[src/ctsr_regs.svh]
// register offsets, field positions, reset values and timing counts of the telemetry status bank
`ifndef CTSR_REGS_SVH
`define CTSR_REGS_SVH
`define CTSR_ADDR_RT_CURRENT    8'h48
`define CTSR_ADDR_TELEM_STATUS  8'h4a
`define CTSR_ADDR_UV_CODE       8'h4b
`define CTSR_BIT_TELEM_VALID    0
`define CTSR_BIT_QUESTIONABLE   1
`define CTSR_RST_RT_CURRENT     16'h0000
`define CTSR_RST_TELEM_STATUS   2'h0
`define CTSR_RST_UV_CODE        8'h00
`define CTSR_ICHARGE_OVER_10    16'sd2184
`define CTSR_WARMUP_MS          12
`define CTSR_CLK_MHZ            100
`define CTSR_WARMUP_CYCLES      (`CTSR_WARMUP_MS * 1000 * `CTSR_CLK_MHZ)
`define CTSR_UV_STEP_UV         140625
`define CTSR_IBAT_STEP_NV       1466
`endif

[src/ctsr_pkg.sv]
// types shared by the telemetry status bank
package ctsr_pkg;
  // one register read request and its answer
  typedef struct packed {
    logic       rd;       // read strobe
    logic       wr;       // write strobe, ignored
    logic [7:0] addr;     // command code
    logic [15:0] wdata;   // write data, ignored
  } ctsr_req_t;
  typedef struct packed {
    logic        valid;   // read data valid pulse
    logic        hit;     // address was mapped
    logic [15:0] rdata;   // read data
  } ctsr_rsp_t;
endpackage

[src/ctsr_top.sv]
// charger telemetry status register bank
//
// Overview of operation
// - hold battery current seen at resistance test
// - captured current scaled like battery current
// - low current test sets questionable flag
// - questionable flag is status bit one
// - status bit zero set after warm-up
// - charging held off until telemetry valid
// - expose read-only 8-bit undervoltage code
// - tracking algorithm writes undervoltage code
// - otherwise code follows programmed setting
// - battery current negative when charger off
//
// notes for whoever picks this block up next
// - the bank is read only: a write strobe is taken and dropped, it
//   never raises an answer and never touches a register
// - every read is answered exactly one cycle after its taking edge,
//   with valid high for that single cycle; back to back reads are
//   fine and each gets its own answer pulse
// - read data is the register value as it stood at the taking edge,
//   so a capture and a read on the same edge shows the older value
// - an unmapped command code still answers, with hit low and zero
//   data, so the host never waits on a code that nobody decodes
// - the battery sample is stored raw; the scaling to amperes lives
//   in the host, which knows the battery_sense_resistor value
// - the questionable flag reflects only the last resistance test;
//   a test at good current clears it, there is no host clear
// - warm-up is a plain counter; simulation shortens it through the
//   parameter, otherwise a run would need over a million clocks
// - charging is gated by the registered valid bit, which costs one
//   cycle of latency on the enable but keeps the output glitch free
// - the undervoltage code is resampled every cycle from whichever
//   source is selected, so a switch of source shows one cycle later
//
`include "ctsr_regs.svh"
module ctsr_top #(
  parameter int unsigned WARMUP_CYCLES = `CTSR_WARMUP_CYCLES  // warm-up clocks, shorten in sim
) (
  input  wire logic               clk_sys_in,        // 100 MHz system clock
  input  wire logic               reset_in,          // sync reset, high
  input  wire ctsr_pkg::ctsr_req_t req_in,           // register request
  output ctsr_pkg::ctsr_rsp_t     rsp_out,           // register answer
  input  wire logic signed [15:0] ibat_in,           // battery current sample
  input  wire logic               ibat_valid_in,     // new battery sample pulse
  input  wire logic               bsr_meas_in,       // resistance test taken pulse
  input  wire logic               charger_en_req_in, // charge request from state machine
  input  wire logic               mppt_en_in,        // tracking enabled
  input  wire logic [7:0]         mppt_code_in,      // tracking code
  input  wire logic [7:0]         uv_setting_in,     // programmed undervoltage setting
  output logic                    charge_en_out,     // charging allowed
  output logic                    telem_valid_out    // warm-up elapsed
);
  // ==========================================================
  // state
  typedef struct packed {
    logic signed [15:0] ibat;      // latest battery sample
    logic signed [15:0] rt_cur;    // current at resistance test
    logic        [1:0]  status;    // questionable, valid
    logic        [7:0]  uv_code;   // regulation code
    logic               charge_en; // charge enable output
    ctsr_pkg::ctsr_rsp_t rsp;      // bus answer
  } ctsr_st_t;
  ctsr_st_t st_r, st_nxt;
  logic       warm_done;  // warm-up elapsed
  logic [7:0] uv_sel;     // selected code
  // ==========================================================
  // helpers
  ctsr_warmup #(.CYCLES(WARMUP_CYCLES)) u_warmup (
    .clk_sys_in (clk_sys_in),
    .reset_in   (reset_in),
    .done_out   (warm_done)
  );
  ctsr_uv_select u_uv (
    .mppt_en_in   (mppt_en_in),
    .mppt_code_in (mppt_code_in),
    .setting_in   (uv_setting_in),
    .code_out     (uv_sel)
  );
  // ==========================================================
  // next state
  //
  // capture timing, one cycle a line:
  //   c0  sample strobe high, new battery sample on the input
  //   c1  sample held in state; test strobe may fire here
  //   c2  captured current and questionable flag updated
  // the capture reads the held sample, not the input, so a test
  // strobe never races a sample arriving in the same cycle
  //
  // read timing, one cycle a line:
  //   c0  read strobe and command code taken
  //   c1  answer stands with valid high
  //   c2  valid low again unless another read was taken at c1
  always_comb
  begin
    st_nxt = st_r;
    st_nxt.rsp = '0;
    // sample keeps its sign, negative is battery drain
    if (ibat_valid_in)
      st_nxt.ibat = ibat_in;
    // capture current at test in native scaling, no rescale
    if (bsr_meas_in)
    begin
      st_nxt.rt_cur = st_r.ibat;
      st_nxt.status[`CTSR_BIT_QUESTIONABLE] = (st_r.ibat < `CTSR_ICHARGE_OVER_10);
    end
    st_nxt.status[`CTSR_BIT_TELEM_VALID] = warm_done;
    // charge held off until offsets have nulled
    st_nxt.charge_en = charger_en_req_in & st_r.status[`CTSR_BIT_TELEM_VALID];
    st_nxt.uv_code = uv_sel;
    // reads answer next cycle; writes change nothing
    if (req_in.rd)
    begin
      st_nxt.rsp.valid = 1'b1;
      st_nxt.rsp.hit = 1'b1;
      case (req_in.addr)
        `CTSR_ADDR_RT_CURRENT:   st_nxt.rsp.rdata = st_r.rt_cur;
        `CTSR_ADDR_TELEM_STATUS: st_nxt.rsp.rdata = {14'h0000, st_r.status};
        `CTSR_ADDR_UV_CODE:      st_nxt.rsp.rdata = {8'h00, st_r.uv_code};
        default:                 st_nxt.rsp.hit = 1'b0;
      endcase
    end
  end
  // ==========================================================
  // registers, everything zero from reset
  always_ff @(posedge clk_sys_in)
  begin
    if (reset_in)
      st_r <= '0;
    else
      st_r <= st_nxt;
  end
  assign rsp_out         = st_r.rsp;
  assign charge_en_out   = st_r.charge_en;
  assign telem_valid_out = st_r.status[`CTSR_BIT_TELEM_VALID];
  // ==========================================================
  // checks
  chk_charge_needs_valid: assert property (@(posedge clk_sys_in) disable iff (reset_in)
    charge_en_out |-> $past(telem_valid_out)) else $error("charge before valid");
  chk_capture_value: assert property (@(posedge clk_sys_in) disable iff (reset_in)
    bsr_meas_in |=> st_r.rt_cur == $past(st_r.ibat)) else $error("capture wrong");
  chk_questionable_set: assert property (@(posedge clk_sys_in) disable iff (reset_in)
    (bsr_meas_in && st_r.ibat < `CTSR_ICHARGE_OVER_10) |=> st_r.status[1])
    else $error("flag not set");
  chk_questionable_clr: assert property (@(posedge clk_sys_in) disable iff (reset_in)
    (bsr_meas_in && st_r.ibat >= `CTSR_ICHARGE_OVER_10) |=> !st_r.status[1])
    else $error("flag set");
  chk_uv_tracking: assert property (@(posedge clk_sys_in) disable iff (reset_in)
    mppt_en_in |=> st_r.uv_code == $past(mppt_code_in)) else $error("uv not tracking");
  chk_uv_setting: assert property (@(posedge clk_sys_in) disable iff (reset_in)
    !mppt_en_in |=> st_r.uv_code == $past(uv_setting_in)) else $error("uv not setting");
  chk_valid_sticky: assert property (@(posedge clk_sys_in) disable iff (reset_in)
    telem_valid_out |=> telem_valid_out) else $error("valid dropped");
  chk_write_ignored: assert property (@(posedge clk_sys_in) disable iff (reset_in)
    (req_in.wr && !bsr_meas_in) |=> $stable(st_r.rt_cur)) else $error("write changed");
  chk_read_answer: assert property (@(posedge clk_sys_in) disable iff (reset_in)
    req_in.rd |=> rsp_out.valid ##1 (!rsp_out.valid || $past(req_in.rd)))
    else $error("no answer");

  // ==========================================================
  // read data checks
  // each mapped code must return the register as it stood at the
  // taking edge; comparing against the state one cycle back catches
  // a decode that reads the next-state copy by mistake
  chk_read_rt_data: assert property (@(posedge clk_sys_in) disable iff (reset_in)
    (req_in.rd && req_in.addr == `CTSR_ADDR_RT_CURRENT)
    |=> rsp_out.rdata == $past(st_r.rt_cur))
    else $error("rt current read wrong");

  // status reads carry the two flags in the low bits, zeros above
  chk_read_status_data: assert property (@(posedge clk_sys_in) disable iff (reset_in)
    (req_in.rd && req_in.addr == `CTSR_ADDR_TELEM_STATUS)
    |=> rsp_out.rdata == {14'h0000, $past(st_r.status)})
    else $error("status read wrong");

  // the regulation code sits in the low byte, zeros above
  chk_read_uv_data: assert property (@(posedge clk_sys_in) disable iff (reset_in)
    (req_in.rd && req_in.addr == `CTSR_ADDR_UV_CODE)
    |=> rsp_out.rdata == {8'h00, $past(st_r.uv_code)})
    else $error("uv code read wrong");

  // mapped codes must flag a hit so the host can trust the data
  chk_read_mapped_hit: assert property (@(posedge clk_sys_in) disable iff (reset_in)
    (req_in.rd && (req_in.addr == `CTSR_ADDR_RT_CURRENT
                   || req_in.addr == `CTSR_ADDR_TELEM_STATUS
                   || req_in.addr == `CTSR_ADDR_UV_CODE))
    |=> (rsp_out.valid && rsp_out.hit))
    else $error("mapped read missed");

  // unmapped codes still answer, but with no hit and zero data,
  // so stale register contents never leak through a bad code
  chk_read_unmapped: assert property (@(posedge clk_sys_in) disable iff (reset_in)
    (req_in.rd && req_in.addr != `CTSR_ADDR_RT_CURRENT
               && req_in.addr != `CTSR_ADDR_TELEM_STATUS
               && req_in.addr != `CTSR_ADDR_UV_CODE)
    |=> (rsp_out.valid && !rsp_out.hit && rsp_out.rdata == 16'h0000))
    else $error("unmapped read answered");

  // no read taken means no answer, writes included
  chk_no_spurious_answer: assert property (@(posedge clk_sys_in) disable iff (reset_in)
    !req_in.rd |=> !rsp_out.valid)
    else $error("answer without read");

  // ==========================================================
  // capture and flag checks
  // a new sample is latched only on its strobe, and held otherwise;
  // the sign must survive, since negative means battery drain
  chk_sample_latch: assert property (@(posedge clk_sys_in) disable iff (reset_in)
    ibat_valid_in |=> st_r.ibat == $past(ibat_in))
    else $error("sample not latched");

  chk_sample_hold: assert property (@(posedge clk_sys_in) disable iff (reset_in)
    !ibat_valid_in |=> $stable(st_r.ibat))
    else $error("sample moved");

  // the captured current only moves on a resistance test
  chk_capture_hold: assert property (@(posedge clk_sys_in) disable iff (reset_in)
    !bsr_meas_in |=> $stable(st_r.rt_cur))
    else $error("capture moved");

  // the questionable flag describes the last test only, so it must
  // not drift between tests
  chk_flag_hold: assert property (@(posedge clk_sys_in) disable iff (reset_in)
    !bsr_meas_in |=> $stable(st_r.status[`CTSR_BIT_QUESTIONABLE]))
    else $error("flag moved");

  // a host write aimed at the status must not disturb the flag
  chk_status_write_ignored: assert property (@(posedge clk_sys_in) disable iff (reset_in)
    (req_in.wr && !bsr_meas_in) |=> $stable(st_r.status[`CTSR_BIT_QUESTIONABLE]))
    else $error("status write changed");

  // ==========================================================
  // warm-up and charge gating checks
  // valid follows the timer one cycle later and never runs ahead
  chk_valid_follows_timer: assert property (@(posedge clk_sys_in) disable iff (reset_in)
    warm_done |=> telem_valid_out)
    else $error("valid late");

  chk_valid_not_early: assert property (@(posedge clk_sys_in) disable iff (reset_in)
    !warm_done |=> !telem_valid_out)
    else $error("valid early");

  // once valid, a charge request must come through one cycle later
  chk_charge_follows_req: assert property (@(posedge clk_sys_in) disable iff (reset_in)
    (charger_en_req_in && telem_valid_out) |=> charge_en_out)
    else $error("charge not enabled");

  // dropping the request must drop charging one cycle later
  chk_charge_drops: assert property (@(posedge clk_sys_in) disable iff (reset_in)
    !charger_en_req_in |=> !charge_en_out)
    else $error("charge not dropped");

  // ==========================================================
  // reset check
  // no disable here: this one watches the reset itself; every
  // output, the captured current and the status must be zero on the edge after reset
  chk_reset_zero: assert property (@(posedge clk_sys_in)
    reset_in |=> (rsp_out == '0 && !charge_en_out && !telem_valid_out
                  && st_r.rt_cur == 16'h0000 && st_r.status == 2'h0))
    else $error("reset not zero");
endmodule

[src/ctsr_uv_select.sv]
// picks the undervoltage regulation code from tracking or the programmed setting
module ctsr_uv_select (
  input  wire logic       mppt_en_in,    // tracking enabled
  input  wire logic [7:0] mppt_code_in,  // tracking algorithm code
  input  wire logic [7:0] setting_in,    // programmed setting
  output logic [7:0]      code_out       // selected code
);
  // tracking writes directly, otherwise follow setting
  assign code_out = mppt_en_in ? mppt_code_in : setting_in;
endmodule

[src/ctsr_warmup.sv]
// warm-up timer that raises telemetry valid after the autozero interval
`include "ctsr_regs.svh"
module ctsr_warmup #(
  parameter int unsigned CYCLES = `CTSR_WARMUP_CYCLES  // warm-up length in clocks
) (
  input  wire logic clk_sys_in,  // system clock
  input  wire logic reset_in,    // sync reset, high
  output logic      done_out     // warm-up elapsed, level
);
  typedef struct packed {
    logic [31:0] cnt;  // cycles counted
    logic        done; // interval passed
  } ctsr_wu_t;
  ctsr_wu_t st_r, st_nxt;
  // count up once, then hold done
  always_comb
  begin
    st_nxt = st_r;
    if (!st_r.done)
    begin
      st_nxt.cnt = st_r.cnt + 32'h1;
      if (st_r.cnt >= CYCLES - 1)
        st_nxt.done = 1'b1;
    end
  end
  always_ff @(posedge clk_sys_in)
  begin
    if (reset_in)
      st_r <= '0;
    else
      st_r <= st_nxt;
  end
  assign done_out = st_r.done;
endmodule
[config.mk]
export PLATFORM = sky130hd
export DESIGN_NAME = ctsr_top
export DESIGN_NICKNAME = d
export VERILOG_FILES = /design/src/ctsr_pkg.sv /design/src/ctsr_top.sv /design/src/ctsr_uv_select.sv /design/src/ctsr_warmup.sv
export VERILOG_INCLUDE_DIRS = /design/src /design/src/src
export SDC_FILE = /design/constraint.sdc
export NUM_CORES = 1
export LEC_CHECK = 0
export BUFFER_PORTS_ARGS = -buffer_cell sky130_fd_sc_hd__buf_2
export CAP_MARGIN = 20
export CORE_ASPECT_RATIO = 1.4
export CORE_MARGIN = 2
export CORE_UTILIZATION = 53
export CTS_CLUSTER_DIAMETER = 200
export DETAILED_ROUTE_END_ITERATION = 10
export PLACE_DENSITY = 0.78
export SYNTH_ARGS = -nofsm -noshare
export SYNTH_HDL_FRONTEND = slang
export SYNTH_SLANG_ARGS = --single-unit
export TNS_END_PERCENT = 5
[constraint.sdc]
create_clock -name clk_sys_in -period 2.3 [get_ports clk_sys_in]
set_input_delay 0 -clock clk_sys_in [delete_from_list [all_inputs] [get_ports clk_sys_in]]
set_output_delay 0 -clock clk_sys_in [all_outputs]
set_load 0.01 [all_outputs]
==> flow_metrics.tcl, run 1 <==
set metrics [dict create \
    dp_hpwl_mm 4.81 \
    clockBufferDepth 2 \
    async_flop_share_pct 0 \
    stdcell_count 566 \
    netlist.area_leader.share_pct 49.9 \
    yosys.area.top_type "dfxtp_1" \
    synth_area_leaders "dfxtp_1, mux2i_1, nor2_1, xor2_1, buf_4" \
    cts_buffers 9 \
    grt_pass1_vias 2936 \
    synthDistinctLibCells 42 \
    cts.clk_slew.worst_paths_ps 90 \
    clockRootBuffer "clkbuf_8" \
    cts_setup_buffers 0 \
    grt_start_max_net_pins 77 \
    rsz0062_at_grt "false" \
    synthTopCellsByCount "dfxtp_1, nor2_1, mux2i_1, xor2_1, buf_4" \
    area_delta_synth_final_pct 21.6 \
    p_per_area_nw_per_um2 633 \
    start_kind "flop" \
    status "finished, final reports clean" \
    ios 84 \
    path_delay_family "simple AND/OR/NAND/NOR gates" \
    fin_skew_ps 9.88 \
    ys.flop_type "dfxtp_1" \
    die_h_um 104 \
    synth_edf_count 0 \
    synth_nets 449 \
    worstPathArrival_ps 2130 \
    drv_cap 0 \
    grt_pass1_wl_mm 12.6 \
    initial_utilization_pct 54.3 \
    grt_antenna_before_repair 0 \
    htree_levels 3 \
    syn_area_per_cell_um2 9.82 \
    via_count 2946 \
    final-seq-area_um2 1880 \
    crit_path_max_fanout 10 \
    period_share_pct 80.3 \
    drt_wl_total_mm 7.74 \
    ys_ff_latch 94 \
    route.detailed.drc 0 \
    critPathRequiredTime_ps 2580 \
    die-area_um2 7810 \
    synth_most_common_cell "dfxtp_1" \
    yosysSeqAreaShare_pct 49.9 \
    crit_type "reg -> reg" \
    wl_per_cell_um 13.7 \
    routed_via_density 5.20 \
    hold_path.class "in -> reg" \
    multi_input_area_um2 1680 \
    p_leak_nw 2.05 \
    crit_path_cell_trace "nand4_2 -> nor3_4 -> nand3_2 -> or3_1 -> a21oi_1" \
    drt_iter0_markers 146 \
    worst_pin_slew_ps 754 \
    drive_gt1_share_pct 19.3 \
    fmax_mhz 542 \
    overflow 0 \
    setup_violations 0 \
    critPathMaxStageDelay_ps 460 \
    dr.pass1.iters 4 \
    fp.dieW_um 75.3 \
    nets 531 \
    tns_ps 0 \
    row_count 36 \
    ant_nets 0 \
    end_kind "flop" \
    min_period_ps 1850 \
    nFillCells 552 \
    yosys_warnings 0 \
    syn_inst 384 \
    clock_latency_ps 360 \
    grt_usage_pct 20.5 \
    maxSlewHeadroom_pct 49.8 \
    cts_tree "done" \
    crit_buf_inv 0 \
    core_area_um2 6940 \
    dp_cells 513 \
    vdd_drop_max_mv 0.327 \
    slowest_stage "nor3_4" \
    portBuffers 66 \
    hold_violations 0 \
    syn_area_um2 3770 \
    slew_viol_final 0 \
    cts.sinks 94 \
    n_antenna_cell 0 \
    gp_congestion 0.804 \
]
[cell families (layout without fill, tap and decap cells)]
kind of cell / after synthesis / in the layout / share of synthesized area [%]
flip-flops: 94 / 94 / 49.9
AO/OA/AOI/OAI: 22 / 22 / 3.95
XOR/XNOR: 29 / 29 / 6.74
multiplexers: 43 / 43 / 11.4
AND/OR/NAND/NOR: 159 / 159 / 22.2
buffers and inverters: 36 / 123 / 5.44
adder cells (fa/ha/maj): 1 / 1 / 0.332
[state kept, by name, indices dropped and copies added (netlist names)]
| register | cells |
|---|---|
| charge_en_out | 1 |
| rsp_out | 18 |
| st_r | 41 |
| telem_valid_out | 1 |
| u_warmup.done_out | 1 |
| u_warmup.st_r | 32 |
[tightest hold or removal path: cells and delay by family]
family,cells,cell delay (ps)
buffers and inverters,1,160
AOI/OAI and AO/OA,1,50
and+or+nand+nor,2,160
muxes,1,90
[area by class of cell]
cell class	count	area share, %
clock inverters	5	0.764
flip-flops and latches	94	41.1
clock buffers	11	3.08
repair buffers	105	15.6
well taps	95	2.59
multi-input cells	254	36.7
inverters	2	0.164
[routing by layer]
| metal | up-vias | track usage (%) | part of all wire, % |
|---|---|---|---|
| met5 | - | 0 | 0 |
| met4 | 0 | 10.5 | 3.0 |
| met3 | 19 | 4.09 | 3.4 |
| met2 | 60 | 35.8 | 52 |
| met1 | 1406 | 22.3 | 41 |
| li1 | 1461 | - | - |
[what timing repair did]
action,CTS,global route
hold endpoints to repair,27,0
gates resized for setup,0,0
setup endpoints to repair,0,0
hold buffers,37,0
[final timing paths]
kind	startpoint	endpoint	slack, ps	depth (start not counted)
setup / recovery	u_warmup.st_r[4]	u_warmup.st_r[26]	450	5
setup reg to reg	u_warmup.st_r[4]	u_warmup.st_r[26]	450	5
hold reg to reg	st_r[42]	rsp_out[13]	450	1
hold / removal	req_in[17]	rsp_out[0]	120	5
[per-stage QoR]
step                util, %  power (mW)  worst slack [ps]  cell area, um2  hold slack [ps]
floorplan                 -        1.84               711            3770             83.0
global route           66.1        3.02               290            4580              183
global placement       58.2        1.90               538            4040              184
detailed placement     58.2        1.91               476            4040              196
CTS                    66.1        2.91               436            4580              124
finish                 66.1        2.90               453            4580              125
[layout by cell type, fill, tap and decap left out, types with 2 or more instances in the layout]
| cell type | n |
|---|---|
| nand4_1 | 12 |
| clkbuf_8 | 10 |
| and3_1 | 6 |
| a21oi_1 | 6 |
| and4_1 | 2 |
| mux2i_1 | 43 |
| buf_2 | 66 |
| buf_4 | 2 |
| nor3_1 | 3 |
| and2_1 | 11 |
| xor2_1 | 23 |
| inv_1 | 2 |
| dfxtp_1 | 94 |
| or3_1 | 2 |
| nand2_1 | 10 |
| nand3_1 | 7 |
| o21ai_0 | 3 |
| dlygate4sd3_1 | 37 |
| nand4_2 | 2 |
| nor2_1 | 86 |
| clkinv_2 | 2 |
| nor2b_1 | 3 |
| nor4_1 | 4 |
| a22oi_1 | 6 |
| o41ai_1 | 2 |
| xnor2_1 | 6 |
| clkinv_4 | 2 |
[power breakdown]
group | switching (mW) | internal, mW | total, mW
Sequential | 0.0290 | 1.67 | 1.70
Clock | 0.553 | 0.423 | 0.976
Combinational | 0.0997 | 0.127 | 0.226
Total | 0.682 | 2.22 | 2.90
Note: power is estimated with default switching activity, not from simulation.
==> run 2: changes to the inputs <==
Settings changed: ABC_AREA set to 1, CORE_UTILIZATION 53 to 55, PLACE_DENSITY 0.78 to 0.8.
Clock period 2.3 ns to 1.87 ns, I/O delays scaled along.
==> flow_metrics.tcl, run 2 <==
set metrics [dict create \
    switching_share_pct 23.8 \
    synthDistinctLibCells 29 \
    nets 731 \
    nFillCells 633 \
    die_h_um 107 \
    row_count 37 \
    p_sw_mw 0.909 \
    crit_path_cell_trace "ha_1 -> nand2_1 -> nor2_2 -> nand3_4 -> nor2_4 -> nand3_2 -> nor2_1 -> nor2_1" \
    portBuffers 66 \
    grt_usage_pct 24.2 \
    syn_area_per_cell_um2 7.15 \
    clockBufferDepth 2 \
    vdd_drop_max_mv 0.381 \
    cts_buffers 9 \
    core_area_um2 7310 \
    tns_ps 0 \
    yosys_warnings 0 \
    slowest_stage "dfxtp_1" \
    seq_power_share_pct 54.9 \
    cpMostUsedCell "nor2_1" \
    dr.pass1.iters 5 \
    critPathMaxStageDelay_ps 420 \
    crit_buf_inv 0 \
    drv_cap 0 \
    multi_input_area_um2 1810 \
    final_common_cell "nor2_1" \
    min_period_ps 1690 \
    grt_pass1_vias 3655 \
    maxSlewHeadroom_pct 58.9 \
    path_delay_family "simple AND/OR/NAND/NOR gates" \
    drive_gt1_share_pct 16.7 \
    syn_area_um2 4150 \
    regMostFlops "st_r" \
    cts_setup_buffers 0 \
    status "finished, final reports clean" \
    p_per_area_nw_per_um2 761 \
    wl_per_cell_um 12.5 \
    dp_hpwl_mm 6.61 \
    grt_pass1_wl_mm 15.8 \
    pwr-share-comb_pct 7.9 \
    drt_iter0_markers 170 \
    initial_utilization_pct 56.7 \
    ant_nets 0 \
    period_share_pct 90.6 \
    yosysSeqAreaShare_pct 45.4 \
    slew_viol_final 0 \
    rsz0062_at_grt "false" \
    cts.sinks 94 \
    synth_edf_count 0 \
    ios 84 \
    worst_pin_slew_ps 616 \
    final-seq-area_um2 1880 \
    drt_wl_total_mm 9.64 \
    routed_via_density 5.09 \
    syn_inst 580 \
    layout_common_cells "nor2_1, nand2_1, dfxtp_1" \
    clkPwrFrac_pct 37.1 \
    htree_levels 3 \
    cts.clk_slew.worst_paths_ps 90 \
    synthTopCellsByCount "nor2_1, nand2_1, dfxtp_1, inv_1, o21ai_0" \
    end_kind "flop" \
    via_count 3910 \
    n_antenna_cell 0 \
    route.detailed.drc 0 \
    ys_ff_latch 94 \
    grt_antenna_before_repair 0 \
    setup_violations 0 \
    fmax_mhz 590 \
    grt_start_max_net_pins 38 \
    dpl_worst_slack_ps 208 \
    cts_tree "done" \
    intPower_mw 2.92 \
    crit_type "reg -> reg" \
    fp.dieW_um 77.4 \
    largest_register_ffs 41 \
    p_leak_nw 2.14 \
    gp_congestion 0.852 \
    overflow 0 \
    worstPathArrival_ps 1960 \
    async_flop_share_pct 0 \
    netlist.area_leader.share_pct 45.4 \
    die-area_um2 8260 \
    hold_violations 0 \
    fin_skew_ps 8.56 \
    start_kind "flop" \
    crit_path_max_fanout 7 \
    clock_latency_ps 370 \
    worst_slack_ps 176 \
    critPathRequiredTime_ps 2140 \
    ys.flop_type "dfxtp_1" \
    synth_nets 645 \
    holdWs_ps 14.3 \
    synth_area_leaders "dfxtp_1, nor2_1, nand2_1, o21ai_0, inv_1" \
    yosys.area.top_type "dfxtp_1" \
    hold_path.class "in -> reg" \
    area_delta_synth_final_pct 21.2 \
    synth_most_common_cell "nor2_1" \
    clockRootBuffer "clkbuf_8" \
]
[run 2: logic make-up (layout without fill, tap and decap cells)]
kind of cell	Yosys count	in the layout	synth area share, %
AOI/OAI and AO/OA	95	95	11.6
xor gates and xnor gates	3	3	0.634
adders and majority gates	1	1	0.302
buffers and inverters	101	192	11.1
DFF	94	94	45.4
and+or+nand+nor	286	286	31.0
[run 2: worst register-to-register path, cell delays in order (launching register included)]
cell and delay (ps):
dfxtp_1 420, ha_1 230, nand2_1 90, nor2_2 190
nand3_4 140, nor2_4 230, nand3_2 110, nor2_1 130
nor2_1 60
[run 2: final timing paths]
check                                         end  cells after the start             start  slack [ps]
worst max-delay path            u_warmup.st_r[27]                      8  u_warmup.st_r[1]         180
worst min-delay path                     st_r[59]                      3     ibat_valid_in          10
worst max register to register  u_warmup.st_r[27]                      8  u_warmup.st_r[1]         180
worst min register to register         rsp_out[9]                      2          st_r[38]         450
[run 2: final cells by class]
| cell class | instances | share of cell area, % |
|---|---|---|
| Clock inverter | 5 | 1.27 |
| Tap cell | 97 | 2.41 |
| Inverter | 68 | 5.18 |
| Multi-Input combinational cell | 385 | 36.0 |
| Sequential cell | 94 | 37.4 |
| Timing Repair Buffer | 108 | 14.7 |
| Clock buffer | 11 | 3.01 |
[run 2: through the flow]
| stage | utilization [%] | std cells | power, mW | instance area, um2 |
|---|---|---|---|---|
| after floorplan | - | 580 | 2.28 | 4150 |
| after global placement | 60.5 | 714 | 2.37 | 4430 |
| after detailed placement | 60.5 | 714 | 2.38 | 4430 |
| after CTS | 68.7 | 768 | 3.84 | 5020 |
| after global routing | 68.7 | 768 | 3.98 | 5030 |
| final | 68.7 | 768 | 3.82 | 5030 |
[run 2: repair_timing]
| item | CTS | global route |
|---|---|---|
| gates resized for setup | 0 | 1 |
| endpoints found under the hold margin | 33 | 0 |
| hold buffers | 38 | 0 |
| endpoints found under the setup margin | 0 | 1 |
[run 2: power by group through the flow]
| stage | Combinational [mW] | Sequential [mW] | Clock, mW |
|---|---|---|---|
| 2_1_floorplan | 0.143 | 2.14 | 0 |
| 3_3_place_gp | 0.222 | 2.14 | 0 |
| 3_5_place_dp | 0.229 | 2.15 | 0 |
| 4_1_cts | 0.295 | 2.10 | 1.45 |
| 5_1_grt | 0.339 | 2.11 | 1.53 |
| 6_report | 0.303 | 2.10 | 1.42 |
[run 2: layer usage]
metal / part of all wire (%) / global-route usage, % / vias to the layer above
li1: - / - / 2008
met1: 38 / 23.7 / 1747
met2: 54 / 47.3 / 118
met3: 4.5 / 4.21 / 37
met4: 3.8 / 13.0 / 0
met5: 0 / 0 / -
